File: config.mk
export PLATFORM = sky130hd
export DESIGN_NAME = gpb_port
export DESIGN_NICKNAME = d
export VERILOG_FILES = /design/src/include/gpb_pkg.sv /design/src/hw/gpb_port.sv
export SDC_FILE = /design/constraint.sdc
export NUM_CORES = 1
export LEC_CHECK = 0
export BUFFER_PORTS_ARGS = -buffer_cell sky130_fd_sc_hd__buf_4
export CAP_MARGIN = 20
export CORE_MARGIN = 2
export CORE_UTILIZATION = 45
export DETAILED_ROUTE_END_ITERATION = 16
export MAX_ROUTING_LAYER = met4
export PLACE_DENSITY = 0.76
export SYNTH_ARGS = -nofsm -noshare
export SYNTH_HDL_FRONTEND = slang
export SYNTH_SLANG_ARGS = --single-unit
File: constraint.sdc
create_clock -name clk -period 2.2 [get_ports clk]
set_clock_uncertainty 0.2 [all_clocks]
set_input_delay 0.44 -clock clk [delete_from_list [all_inputs] [get_ports clk]]
set_output_delay 0.44 -clock clk [all_outputs]
set_load 0.01 [all_outputs]
File: src/include/gpb_pkg.sv
// constants, types and register map of the general port with bus pins
// assumes a 32-bit apb slave where each register index sits at byte address 4*index
`default_nettype none

package gpb_pkg;

   // register indices; byte address is four times the index
   localparam logic [7:0] IDX_PORT    = 8'h05;
   localparam logic [7:0] IDX_INTCTL  = 8'h0b;
   localparam logic [7:0] IDX_OPTION  = 8'h81;
   localparam logic [7:0] IDX_DIR     = 8'h85;
   localparam logic [7:0] IDX_PORTSET = 8'h90;
   localparam logic [7:0] IDX_PORTCLR = 8'h91;
   localparam logic [7:0] IDX_CFG     = 8'h9f;

   // widths
   localparam int ADDR_W = 12;
   localparam int DATA_W = 32;
   localparam int N_PINS = 6;

   // reset values
   localparam logic [5:0] DIR_RST    = 6'h3f;
   localparam logic [7:0] OPTION_RST = 8'hff;
   localparam logic [7:0] INTCTL_RST = 8'h00;
   localparam logic [7:0] LATCH_RST  = 8'hc0;
   localparam logic [7:0] CFG_RST    = 8'hf2;

   // field positions
   localparam int OPT_PULLUP_DIS = 7;
   localparam int INT_CHG_EN     = 3;
   localparam int INT_CHG_FLAG   = 0;
   localparam int PIN_IN_ONLY    = 3;
   localparam int BIT_TX         = 6;
   localparam int BIT_RX         = 7;

   // pins that carry pull-ups and change detection (0, 1 and 3)
   localparam logic [5:0] CHG_MASK  = 6'h0b;
   localparam logic [5:0] PIN3_MASK = 6'h08;
   localparam logic [1:0] WORD_ALIGN = 2'h0;

   // oscillator modes
   typedef enum logic [1:0] {
      OSC_XTAL  = 2'h0,
      OSC_EXTERNAL_RC_OSC_MODE = 2'h1,
      OSC_INTERNAL_RC_OSC_MODE = 2'h2,
      OSC_HS    = 2'h3
   } gpb_osc_t;

   // configuration word: analog select covers pins 0, 1, 2 and 4
   typedef struct packed {
      logic [3:0] analogSel;
      logic       mclrEn;
      logic       clkOutEn;
      gpb_osc_t   oscMode;
   } gpb_cfg_t;

endpackage

`default_nettype wire

File: src/hw/gpb_port.sv
// general port: six pins, bus transceiver bits, direction, option and interrupt control
// assumes an apb master on clk, pins and bus level asynchronous, thermal flag on clk
`timescale 1ns/100ps
`default_nettype none

module gpb_port (
   // clock and reset
   input  wire logic                       clk,
   input  wire logic                       srst,
   // apb slave
   input  wire logic                       psel,
   input  wire logic                       penable,
   input  wire logic                       pwrite,
   input  wire logic [gpb_pkg::ADDR_W-1:0] paddr,
   input  wire logic [gpb_pkg::DATA_W-1:0] pwdata,
   output logic                            pready,
   output logic      [gpb_pkg::DATA_W-1:0] prdata,
   output logic                            pslverr,
   // general pins
   input  wire logic [gpb_pkg::N_PINS-1:0] pinIn,
   output logic      [gpb_pkg::N_PINS-1:0] pinOut,
   output logic      [gpb_pkg::N_PINS-1:0] pinOe,
   output logic      [gpb_pkg::N_PINS-1:0] pullupOn,
   // bus transceiver
   input  wire logic                       linBusLevel,
   input  wire logic                       thermalShdn,
   output logic                            linTxd,
   output logic                            linDrvEn,
   output logic                            busActivityOut,
   // change interrupt toward the core
   output logic                            changeIrq
);

   // decode of one register index, used by read and write paths
   function automatic logic regHit(input logic [gpb_pkg::ADDR_W-1:0] a,
                                   input logic [7:0] idx);
      regHit = (a[1:0] == gpb_pkg::WORD_ALIGN) && (a[gpb_pkg::ADDR_W-1:2] == {2'h0, idx});
   endfunction

   // register state
   logic [7:0]              latch_reg,  latch_next;
   logic [5:0]              dir_reg,    dir_next;
   logic [7:0]              option_reg, option_next;
   logic [7:0]              intctl_reg, intctl_next;
   gpb_pkg::gpb_cfg_t       cfg_reg,    cfg_next;
   logic [5:0]              snap_reg,   snap_next;
   logic [gpb_pkg::DATA_W-1:0] rdata_reg, rdata_next;
   logic                    err_reg,    err_next;

   // synchronisers: pins plus bus level
   logic [6:0]              syncA_reg;
   logic [6:0]              syncB_reg;

   // derived
   logic                    rcMode;
   logic [5:0]              dirEff;
   logic [5:0]              altMask;
   logic [5:0]              chgMask;
   logic [7:0]              portRead;
   logic                    changed;
   logic                    setupPh;
   logic                    wrAcc;
   logic                    rdAcc;
   logic                    anyHit;

   // two flops before port reads and change detection look at a pin or bus level
   always_ff @(posedge clk) begin
      if (srst) begin
         syncA_reg <= 7'h00;
         syncB_reg <= 7'h00;
      end else begin
         syncA_reg <= {linBusLevel, pinIn};
         syncB_reg <= syncA_reg;
      end
   end

   // pin function decode from configuration
   always_comb begin
      rcMode     = (cfg_reg.oscMode == gpb_pkg::OSC_EXTERNAL_RC_OSC_MODE) ||
                   (cfg_reg.oscMode == gpb_pkg::OSC_INTERNAL_RC_OSC_MODE);
      dirEff     = dir_reg;
      dirEff[gpb_pkg::PIN_IN_ONLY] = 1'b1;
      if (!rcMode) begin
         dirEff[5:4] = 2'h3;
      end
      altMask    = 6'h00;
      altMask[0] = cfg_reg.analogSel[0];
      altMask[1] = cfg_reg.analogSel[1];
      altMask[2] = cfg_reg.analogSel[2];
      altMask[3] = cfg_reg.mclrEn;
      altMask[4] = cfg_reg.analogSel[3] | !rcMode | cfg_reg.clkOutEn;
      altMask[5] = !rcMode;
      // master clear pin drops out of change detection
      chgMask    = gpb_pkg::CHG_MASK & ~(cfg_reg.mclrEn ? gpb_pkg::PIN3_MASK : 6'h00);
      // live pin levels, except bit 6 which reads the transmit latch; alternate pins read zero
      portRead   = {syncB_reg[6], latch_reg[gpb_pkg::BIT_TX],
                    syncB_reg[5:0] & ~altMask};
      changed    = |((portRead[5:0] ^ snap_reg) & chgMask);
   end

   // apb phase decode
   always_comb begin
      setupPh = psel & ~penable;
      wrAcc   = psel & penable & pwrite;
      rdAcc   = psel & penable & ~pwrite;
      anyHit  = regHit(paddr, gpb_pkg::IDX_PORT)    | regHit(paddr, gpb_pkg::IDX_INTCTL) |
                regHit(paddr, gpb_pkg::IDX_OPTION)  | regHit(paddr, gpb_pkg::IDX_DIR)    |
                regHit(paddr, gpb_pkg::IDX_PORTSET) | regHit(paddr, gpb_pkg::IDX_PORTCLR) |
                regHit(paddr, gpb_pkg::IDX_CFG);
   end

   // next values of the register group
   always_comb begin
      latch_next  = latch_reg;
      dir_next    = dir_reg;
      option_next = option_reg;
      intctl_next = intctl_reg;
      cfg_next    = cfg_reg;
      snap_next   = snap_reg;
      rdata_next  = rdata_reg;
      err_next    = err_reg;
      // plain write; latch otherwise holds
      if (wrAcc && regHit(paddr, gpb_pkg::IDX_PORT)) begin
         latch_next = pwdata[7:0];
      end
      // bit modify works on pin levels, so input bits take the sampled level
      if (wrAcc && regHit(paddr, gpb_pkg::IDX_PORTSET)) begin
         latch_next = portRead | pwdata[7:0];
      end
      if (wrAcc && regHit(paddr, gpb_pkg::IDX_PORTCLR)) begin
         latch_next = portRead & ~pwdata[7:0];
      end
      if (wrAcc && regHit(paddr, gpb_pkg::IDX_DIR)) begin
         dir_next[3:0] = pwdata[3:0];
         if (rcMode) begin
            dir_next[5] = pwdata[5];
            if (!cfg_reg.clkOutEn) begin
               dir_next[4] = pwdata[4];
            end
         end
      end
      if (wrAcc && regHit(paddr, gpb_pkg::IDX_OPTION)) begin
         option_next = pwdata[7:0];
      end
      if (wrAcc && regHit(paddr, gpb_pkg::IDX_INTCTL)) begin
         intctl_next = pwdata[7:0];
      end
      if (wrAcc && regHit(paddr, gpb_pkg::IDX_CFG)) begin
         cfg_next = gpb_pkg::gpb_cfg_t'(pwdata[7:0]);
      end
      // a change in the clearing cycle still sets the flag
      if (changed) begin
         intctl_next[gpb_pkg::INT_CHG_FLAG] = 1'b1;
      end
      // a port read re-arms change detection with the very value software was handed,
      // so a pin that moves between setup and access still raises the flag
      if (rdAcc && regHit(paddr, gpb_pkg::IDX_PORT)) begin
         snap_next = rdata_reg[5:0] & gpb_pkg::CHG_MASK;
      end
      // read data is captured in the setup cycle so prdata comes from a flop
      if (setupPh) begin
         err_next   = !anyHit;
         rdata_next = '0;
         if (regHit(paddr, gpb_pkg::IDX_PORT) || regHit(paddr, gpb_pkg::IDX_PORTSET) ||
             regHit(paddr, gpb_pkg::IDX_PORTCLR)) begin
            rdata_next[7:0] = portRead;
         end
         if (regHit(paddr, gpb_pkg::IDX_DIR)) begin
            rdata_next[7:0] = {2'h0, dirEff};
         end
         if (regHit(paddr, gpb_pkg::IDX_OPTION)) begin
            rdata_next[7:0] = option_reg;
         end
         if (regHit(paddr, gpb_pkg::IDX_INTCTL)) begin
            rdata_next[7:0] = intctl_reg;
         end
         if (regHit(paddr, gpb_pkg::IDX_CFG)) begin
            rdata_next[7:0] = cfg_reg;
         end
      end
   end

   // register the group; every reset floats all pins and selects analog
   always_ff @(posedge clk) begin
      if (srst) begin
         latch_reg  <= gpb_pkg::LATCH_RST;
         dir_reg    <= gpb_pkg::DIR_RST;
         option_reg <= gpb_pkg::OPTION_RST;
         intctl_reg <= gpb_pkg::INTCTL_RST;
         cfg_reg    <= gpb_pkg::CFG_RST;
         snap_reg   <= 6'h00;
         rdata_reg  <= '0;
         err_reg    <= 1'b0;
      end else begin
         latch_reg  <= latch_next;
         dir_reg    <= dir_next;
         option_reg <= option_next;
         intctl_reg <= intctl_next;
         cfg_reg    <= cfg_next;
         snap_reg   <= snap_next;
         rdata_reg  <= rdata_next;
         err_reg    <= err_next;
      end
   end

   // apb answer: zero wait states
   assign pready  = psel & penable;
   assign prdata  = rdata_reg;
   assign pslverr = err_reg & psel & penable;

   // per-pin drivers and pull-ups
   genvar gi;
   generate
      for (gi = 0; gi < gpb_pkg::N_PINS; gi++) begin : g_pin
         assign pinOut[gi]   = latch_reg[gi];
         assign pinOe[gi]    = !dirEff[gi] && !altMask[gi];
         // group switch; master clear pin keeps its pull-up regardless
         assign pullupOn[gi] = gpb_pkg::CHG_MASK[gi] &&
                               (!option_reg[gpb_pkg::OPT_PULLUP_DIS] ||
                                (gi == gpb_pkg::PIN_IN_ONLY && cfg_reg.mclrEn));
      end
   endgenerate

   // transceiver side; shutdown gates the driver with no flop in the way
   assign linTxd         = latch_reg[gpb_pkg::BIT_TX];
   assign linDrvEn       = !thermalShdn;
   assign busActivityOut = linBusLevel;
   assign changeIrq      = intctl_reg[gpb_pkg::INT_CHG_FLAG] &&
                           intctl_reg[gpb_pkg::INT_CHG_EN];
endmodule

`default_nettype wire

# == Word-level counts from Yosys, hierarchy flattened ==
# Cells that the tools add are included.
# classes
eq_ne,9
muxes,12
bitwise,25
reduce_logical,44
# ops
operator,n
"equality test 10 x 8 -> 1 bit, second input constant",5
two-way mux 8 bit,5
logical AND 1 bit,21
two-way mux 7 bit,3
logical NOT 1 bit,13
"equality test 10 x 3 -> 1 bit, second input constant",1
"equality test 10 x 4 -> 1 bit, second input constant",1
bitwise OR 1 bit,8
AND 7 bit,1
inverter 7 bit,1
bitwise OR 7 bit,1
AND 1 bit,6
AND 6 x 4 -> 6 bit,1
AND 6 bit,1
inverter 6 bit,1
OR reduction 6 bit,1
bitwise XOR 6 x 4 -> 6 bit,1
logical OR 1 bit,4
two-way mux 4 bit,1
inverter 4 bit,1
inverter 1 bit,3
AND reduction 3 bit,1
nonzero test 3 bit,1
"equality test 2 x 1 -> 1 bit, second input constant",1
other kinds (6),7
# totals
regBits,62
in_bits,57
output_inout_bits,56

# == Longest topological paths before layout ==
# Gate-level depths: netlist (run 1).
# logic_depth
word_depth,12
depth_mapped,6

# == Worst setup path before layout (run 1) ==
# OpenSTA, ideal clock, no wires.
# synth_path
path_type,input-to-reg
start,input port paddr[11] (netlist bit)
end,register intctl_reg[0]
setup_time_ps,128
arrival_ps,1969
t_required_ps,1872
slack_ps,-97
cell_stages,5
n_path_buf,1
path_cell_list,or4_1 -> buf_6 -> nor4_4 -> mux2i_1 -> a21oi_1
# synth_between
elab_chain_cells,4
# synth_rtl
item,line,source
start: declaration,gpb_port.sv:14,"input wire logic [gpb_pkg::ADDR_W-1:0] paddr,"
equality test 10 x 4 -> 1 bit,gpb_port.sv:37,"regHit = (a[1:0] == gpb_pkg::WORD_ALIGN) && (a[gpb_pkg::ADDR_W-1:2] == {2'h0, idx});"
logical AND 1 bit,gpb_port.sv:37,
logical AND 1 bit,gpb_port.sv:145,"if (wrAcc && regHit(paddr, gpb_pkg::IDX_INTCTL)) begin"
nonzero test 2 bit (no source line),-,
end signal: assignment,gpb_port.sv:189,intctl_reg <= gpb_pkg::INTCTL_RST;
end signal: assignment,gpb_port.sv:198,intctl_reg <= intctl_next;
end: declaration,gpb_port.sv:44,"logic [7:0] intctl_reg, intctl_next;"
# Every way passes these cells.
# A chain may end at the register's enable or synchronous reset.

# == Final worst setup path (run 1) ==
# layout_path
start,register cfg_reg[0] (netlist bit)
end,output port pinOe[4] (netlist bit)
# layout_between
elab_chain_cells,7
elab_cells_between_ends,10
# layout_rtl
item,line,source
start: declaration,gpb_port.sv:45,"gpb_pkg::gpb_cfg_t cfg_reg, cfg_next;"
start signal: assignment,gpb_port.sv:190,cfg_reg <= gpb_pkg::CFG_RST;
start signal: assignment,gpb_port.sv:199,cfg_reg <= cfg_next;
equality test 2 x 1 -> 1 bit / equality test 2 bit (equally long branches),"gpb_port.sv:79, gpb_port.sv:80",
logical OR 1 bit *,gpb_port.sv:79,rcMode = (cfg_reg.oscMode == gpb_pkg::OSC_EXTERNAL_RC_OSC_MODE) ||
logical NOT 1 bit,gpb_port.sv:91,altMask[4] = cfg_reg.analogSel[3] | !rcMode | cfg_reg.clkOutEn;
bitwise OR 1 bit (2 in series),gpb_port.sv:91,
logical NOT 1 bit,gpb_port.sv:216,assign pinOe[gi] = !dirEff[gi] && !altMask[gi];
logical AND 1 bit *,gpb_port.sv:216,
end: declaration,gpb_port.sv:22,"output logic [gpb_pkg::N_PINS-1:0] pinOe,"
# Every way passes the cells marked *; elsewhere a longest branch is shown, timed or not.

==> results of run 1 <==
logic make-up (layout without fill, tap and decap cells):
group / after synthesis / after routing / share of synthesized area [%]
AOI/OAI and AO/OA: 99 / 99 / 20.9
xor gates and xnor gates: 5 / 5 / 1.36
buffers and inverters: 58 / 123 / 10.6
DFF: 62 / 62 / 38.5
muxes: 8 / 8 / 2.48
other: 1 / 28 / 0.116
and+or+nand+nor: 139 / 139 / 26.1
worst paths after layout:
kind                           start  cells past startpoint  slack (ns)                   endpoint
min                         pinIn[2]                      2        0.09    syncA_reg[2]$_SDFF_PP0_
min reg2reg  syncA_reg[0]$_SDFF_PP0_                      1        0.24    syncB_reg[0]$_SDFF_PP0_
max reg2reg  cfg_reg[0]$_SDFFE_PP0P_                      4        0.40  latch_reg[4]$_SDFFE_PP0P_
max          cfg_reg[0]$_SDFFE_PP0P_                      3        0.20                   pinOe[4]
power breakdown:
part	leakage [nW]	internal, mW	switching [mW]
clock	0.102	0.584	0.463
combinational	1.04	0.102	0.139
sequential	0.503	1.14	0.00723
layout by cell type (no fill, tap or decap), types with 3 or more instances in the layout:
master	synthesis	routed
nor3_1	3	3
and2_1	3	3
nand3b_1	10	10
dfxtp_1	62	62
a311oi_1	6	6
nand2b_1	6	6
conb_1	1	28
nand3_1	27	27
xnor2_1	3	3
o21ai_1	0	8
nor4_4	2	3
a211o_1	7	7
o21ai_0	29	21
or3_1	3	3
nor2_1	23	23
clkbuf_8	0	11
a221oi_1	4	4
nand2_1	9	9
a2bb2oi_1	4	4
a31oi_1	3	3
buf_4	30	101
mux2i_1	8	8
inv_1	6	6
nor2b_1	17	17
a21oi_1	20	20
and3_1	12	12
nand4_1	4	4
o32ai_1	4	4
critical path, stage by stage (launching register included):
cell	delay, ns
dfxtp_1	0.42
xnor2_1	0.16
nor4_1	0.25
buf_4	0.18
layout make-up:
type / count / area share [%]
well taps: 96 / 2.91
repair buffers: 102 / 18.8
clock buffers: 11 / 3.66
clock inverters: 4 / 1.33
multi-input cells: 279 / 42.7
inverters: 6 / 0.545
flip-flops and latches: 62 / 30.0
stage by stage:
stage	util (%)	setup TNS, ns
4_1_cts	60.2	0
5_1_grt	60.2	0
3_3_place_gp	57.2	-0.770
2_1_floorplan	-	-0.00851
6_report	60.2	0
3_5_place_dp	57.2	-0.762
per-layer routing:
metal  GRT usage, %  share of wire (%)
met5              -                  0
met4           9.78                2.3
met3           7.00                8.2
met2           36.7                 46
met1           33.2                 43
==> reports/results.tsv, run 1 <==
stage	metric	value	unit
grt	initial antenna violation count	0	
die	Starting Density	47.0	%
synthesis	Mapped Cells	372	
synthesis	Mapped Avg Cell Area	8.67	um2
synthesis	sequential area share after synthesis	38.5	%
clock_tree	Clock Sinks	62	
clock_tree	TritonCTS clock tree	yes	
setup_path	Arr. time, crit path	1.36	ns
placement	dpl cells	545	
layout	filler instances	625	
min_path	worst min-delay path class	input pin to flop	
setup_path	maximum fanout along the worst path	4	
synthesis	EDFF count, synth	0	
synthesis	asr flop ratio synth	0	%
clock_tree	post-cts resize count	0	
power	maximum vdd drop	0.000454	V
die	core box area	6870	um2
detailed_routing	Routed Antenna Nets	0	
grt	aggregate global routing overflow	0	
synthesis	Synth Warn #	0	
timing	f_max	0.499	GHz
layout	footprint of the multi-input gates	1760	um2
die	Top-Level Pins	113	
setup_path	kind of critical path	flop to output pin	
power	Leak	1.65	nW
detailed_routing	routed len/inst	17.2	um
timing	Final Hold Fails	0	
clock_tree	CTS Buf Count	9	
layout	Diodes inserted	0	
detailed_routing	# DRC	0	
job	MaxCap Viol Count	0	
clock_tree	Longest Clk Path Bufs	2	
placement	Port-buffer cells	60	
placement	DP Wirelength	7290	um
clock_tree	CTS root buffer	clkbuf_8	
layout	share of cells above drive strength 1	27.8	%
clock_tree	H-Tree Level Count	3	
grt	vias in the first global route	2808	
detailed_routing	DRT Wirelength	9640	um
setup_path	Data required, critical path	1.56	ns
layout	Area growth, synth to finish	28.1	%
timing	Final Slew Violations	0	
die	Core Rows	30	
layout	fin area	4130	um2
grt	first-pass GRT wire length	14300	um
layout	Post-Layout Cell Count	560	
placement	RePlAce Congestion	1.01	
timing	RSZ-0062 raised after global routing	false	
power	pwr dens	589	nW/um2
timing	fin worst setup slack	0.195	ns
setup_path	CP startpoint kind	flop	
synthesis	most frequent cell after synthesis	dfxtp_1	
die	die area	7860	um2
timing	crit path time final	2.00	ns
synthesis	FF+latch count, synth	62	
detailed_routing	TritonRoute pass-1 iters	5	
setup_path	Worst setup EP type	output pin	
synthesis	ys flop type	dfxtp_1	
clock_tree	hold_buf cts	0	
detailed_routing	DR iter-0 viols	266	
die	Die W	88.7	um
grt	largest net degree at the start of global routing	27	
synthesis	Yosys top cell area share	38.5	%
synthesis	top post-synthesis cells by area	dfxtp_1, buf_4, o21ai_0	
placement	DP Worst Slack	-0.157	ns
clock_tree	clock latency on the worst-skew pair	0.36	ns
timing	Final period util	91.1	%
layout	register area	1240	um2
timing	Worst Max-Slew Pin Slew	0.482	ns
run_status	run status	finished, final reports clean	
timing	Slew HR	67.5	%
power	Design Power	2.43	mW
synthesis	count of cell types in the netlist	61	
timing	Setup-failing EPs final	0	
timing	Hold Slack	0.0909	ns
clock_tree	Worst-path clk slew	0.07	ns
clock_tree	setup bufs post-CTS	0	
die	Die Y	88.7	um
placement	placed cell area	3930	um2
grt	Tot GR Track Use	25.3	%
detailed_routing	number of vias per cell	5.70	
synthesis	Commonest cells post-synth	dfxtp_1, buf_4, o21ai_0	
layout	Final #Nets	517	
detailed_routing	routed via count	3190	
synthesis	cell taking the most area after synthesis	dfxtp_1	
synthesis	Syn Std Cell Area	3230	um2
Power figures use the tool's default switching activity.
==> run 2: changes to the inputs <==
--- a/config.mk
+++ b/config.mk
@@ -10,8 +10,10 @@
 export CORE_MARGIN = 2
 export CORE_UTILIZATION = 45
 export DETAILED_ROUTE_END_ITERATION = 16
+export HOLD_SLACK_MARGIN = 0.12
 export MAX_ROUTING_LAYER = met4
 export PLACE_DENSITY = 0.76
+export REMOVE_ABC_BUFFERS = 1
 export SYNTH_ARGS = -nofsm -noshare
 export SYNTH_HDL_FRONTEND = slang
 export SYNTH_SLANG_ARGS = --single-unit
==> run 2 against run 1 <==
Effect of this change: non-clock buffer count up 7; final area up 1.4%; sequential power barely moved; global-route usage up 0.49 points; clock power hardly changed; register-to-register slack worse by 0.06 ns; worst setup slack lost 0.13 ns; die area is the same; worst hold slack improved by 0.080 ns; first-iteration DRC count decreased by 18%; wire length decreased by 1.3%; utilization is 0.86 points higher; largest cell class unchanged.
==> reports/results.tsv, run 2 (synthesis results as in run 1) <==
stage	metric	value	unit	change
layout	Final #Nets	524		+1.4%
setup_path	Worst setup EP type	flop		
layout	Diodes inserted	0		unchanged
grt	vias in the first global route	2896		+3.1%
layout	Post-Layout Cell Count	568		+1.4%
setup_path	Slowest cell on crit path	or4_1		
layout	Area growth, synth to finish	29.9	%	
power	Design Power	2.42	mW	-0.33%
clock_tree	H-Tree Level Count	3		unchanged
setup_path	WP buf/inv	3		+2
detailed_routing	routed len/inst	16.8	um	-2.7%
die	Starting Density	47.0	%	unchanged
layout	most common cell after layout, fill and taps aside	buf_4		
clock_tree	Clock Sinks	62		unchanged
min_path	worst min-delay path class	input pin to flop		
placement	dpl cells	544		-0.18%
setup_path	maximum fanout along the worst path	8		+4
placement	RePlAce Congestion	0.953		-6.1%
timing	RSZ-0062 raised after global routing	false		
setup_path	critical path's most frequent cell	buf_4		
layout	footprint of the multi-input gates	1750	um2	-1.1%
detailed_routing	DR iter-0 viols	219		-18%
placement	placed cell area	3910	um2	-0.35%
setup_path	Crit path max-delay family	simple AND/OR/NAND/NOR gates		
clock_tree	Longest Clk Path Bufs	2		unchanged
placement	DP Wirelength	7110	um	-2.5%
clock_tree	CTS root buffer	clkbuf_8		
layout	Finished Core Util	61.0	%	+0.86 points
grt	initial antenna violation count	0		unchanged
grt	first-pass GRT wire length	14700	um	+2.6%
die	Top-Level Pins	113		unchanged
die	Die Y	88.7	um	unchanged
timing	Final Slew Violations	0		unchanged
run_status	run status	finished, final reports clean		
timing	f_max	0.469	GHz	-6.0%
timing	Final Hold Fails	0		unchanged
layout	fin area	4190	um2	+1.4%
clock_tree	Worst-path clk slew	0.07	ns	about the same
layout	commonest cells after routing, fill and taps aside	buf_4, dfxtp_1, o21ai_0		
placement	Port-buffer cells	60		unchanged
layout	register area	1240	um2	unchanged
setup_path	kind of critical path	input pin to flop		
power	pwr dens	578	nW/um2	-1.7%
timing	Hold Slack	0.171	ns	+0.0805 ns
layout	filler instances	609		-2.6%
setup_path	Data required, critical path	2.28	ns	+0.72 ns
grt	Tot GR Track Use	25.8	%	+0.49 points
clock_tree	CTS Buf Count	9		unchanged
power	Leak	1.67	nW	+1.4%
detailed_routing	routed via count	3211		+0.66%
setup_path	CP startpoint kind	input pin		
grt	aggregate global routing overflow	0		unchanged
die	core box area	6870	um2	unchanged
timing	Final period util	96.9	%	+5.8 points
power	maximum vdd drop	0.000315	V	-31%
die	Die W	88.7	um	unchanged
grt	largest net degree at the start of global routing	60		+120%
setup_path	worst-path cell chain	buf_4 -> or4_1 -> buf_4 -> nor4_2 -> buf_4 -> nand3_1 -> a21oi_1		
timing	crit path time final	2.13	ns	+0.127 ns
detailed_routing	number of vias per cell	5.65		-0.76%
detailed_routing	DRT Wirelength	9510	um	-1.3%
detailed_routing	TritonRoute pass-1 iters	5		unchanged
detailed_routing	# DRC	0		unchanged
detailed_routing	Routed Antenna Nets	0		unchanged
clock_tree	setup bufs post-CTS	0		unchanged
job	MaxCap Viol Count	0		unchanged
die	Core Rows	30		unchanged
clock_tree	clock latency on the worst-skew pair	0.35	ns	about the same
layout	share of cells above drive strength 1	26.7	%	-1.1 points
clock_tree	TritonCTS clock tree	yes		
die	die area	7860	um2	unchanged
setup_path	Arr. time, crit path	2.21	ns	+0.85 ns
timing	Setup-failing EPs final	0		unchanged
setup_path	Crit path largest cell delay	0.68	ns	+0.26 ns
-- run 2: per-stage QoR --
stage | setup slack (ns) | TNS [ns]
floorplan | -0.125 | -1.81
global placement | -0.241 | -6.17
detailed placement | -0.283 | -6.35
CTS | 0.0882 | 0
global route | 0.000630 | 0
finish | 0.0676 | 0
-- run 2: cell type report --
class / instances / area share [%]
Clock inverter: 5 / 1.37
Multi-Input combinational cell: 279 / 41.6
Tap cell: 96 / 2.87
Timing Repair Buffer: 109 / 20.6
Sequential cell: 62 / 29.6
Inverter: 6 / 0.537
Clock buffer: 11 / 3.37
-- run 2: worst paths after layout --
path                      startpoint                          to  slack, ns  depth (start not counted)
min                        pwdata[7]  intctl_reg[7]$_SDFFE_PP0P_       0.17                          3
max                        paddr[11]     altMask[3]$_SDFFE_PP0P_       0.07                          7
min reg2reg  syncA_reg[6]$_SDFF_PP0_     syncB_reg[6]$_SDFF_PP0_       0.24                          1
max reg2reg  cfg_reg[1]$_SDFFE_PP1P_   latch_reg[4]$_SDFFE_PP0P_       0.34                          4
-- run 2: worst reg2reg max path: stages (launching register included) --
cell      delay, ns
dfxtp_1        0.42
xor2_1         0.40
nand3_1        0.18
or3_1          0.33
a311oi_1       0.25
-- run 2: routing by layer --
metal	part of all wire [%]	up-vias	routed length (um)	GRT usage [%]
met5	0	-	0	-
met4	2.2	0	209	10.5
met3	7.4	24	708	4.94
met2	47	152	4470	39.2
met1	43	1518	4130	33.5
li1	-	1517	-	-
-- run 2: what timing repair did --
action	CTS	global route
setup endpoints to repair	0	0
hold endpoints to repair	8	0
hold buffers	8	0
gates resized for setup	0	0
-- run 2: power by group --
| group | switching [mW] | leakage, nW | total, mW | internal [mW] |
|---|---|---|---|---|
| clock network | 0.476 | 0.104 | 1.03 | 0.557 |
| logic | 0.140 | 1.07 | 0.251 | 0.110 |
| registers | 0.00532 | 0.503 | 1.14 | 1.14 |
| total | 0.622 | 1.67 | 2.42 | 1.80 |
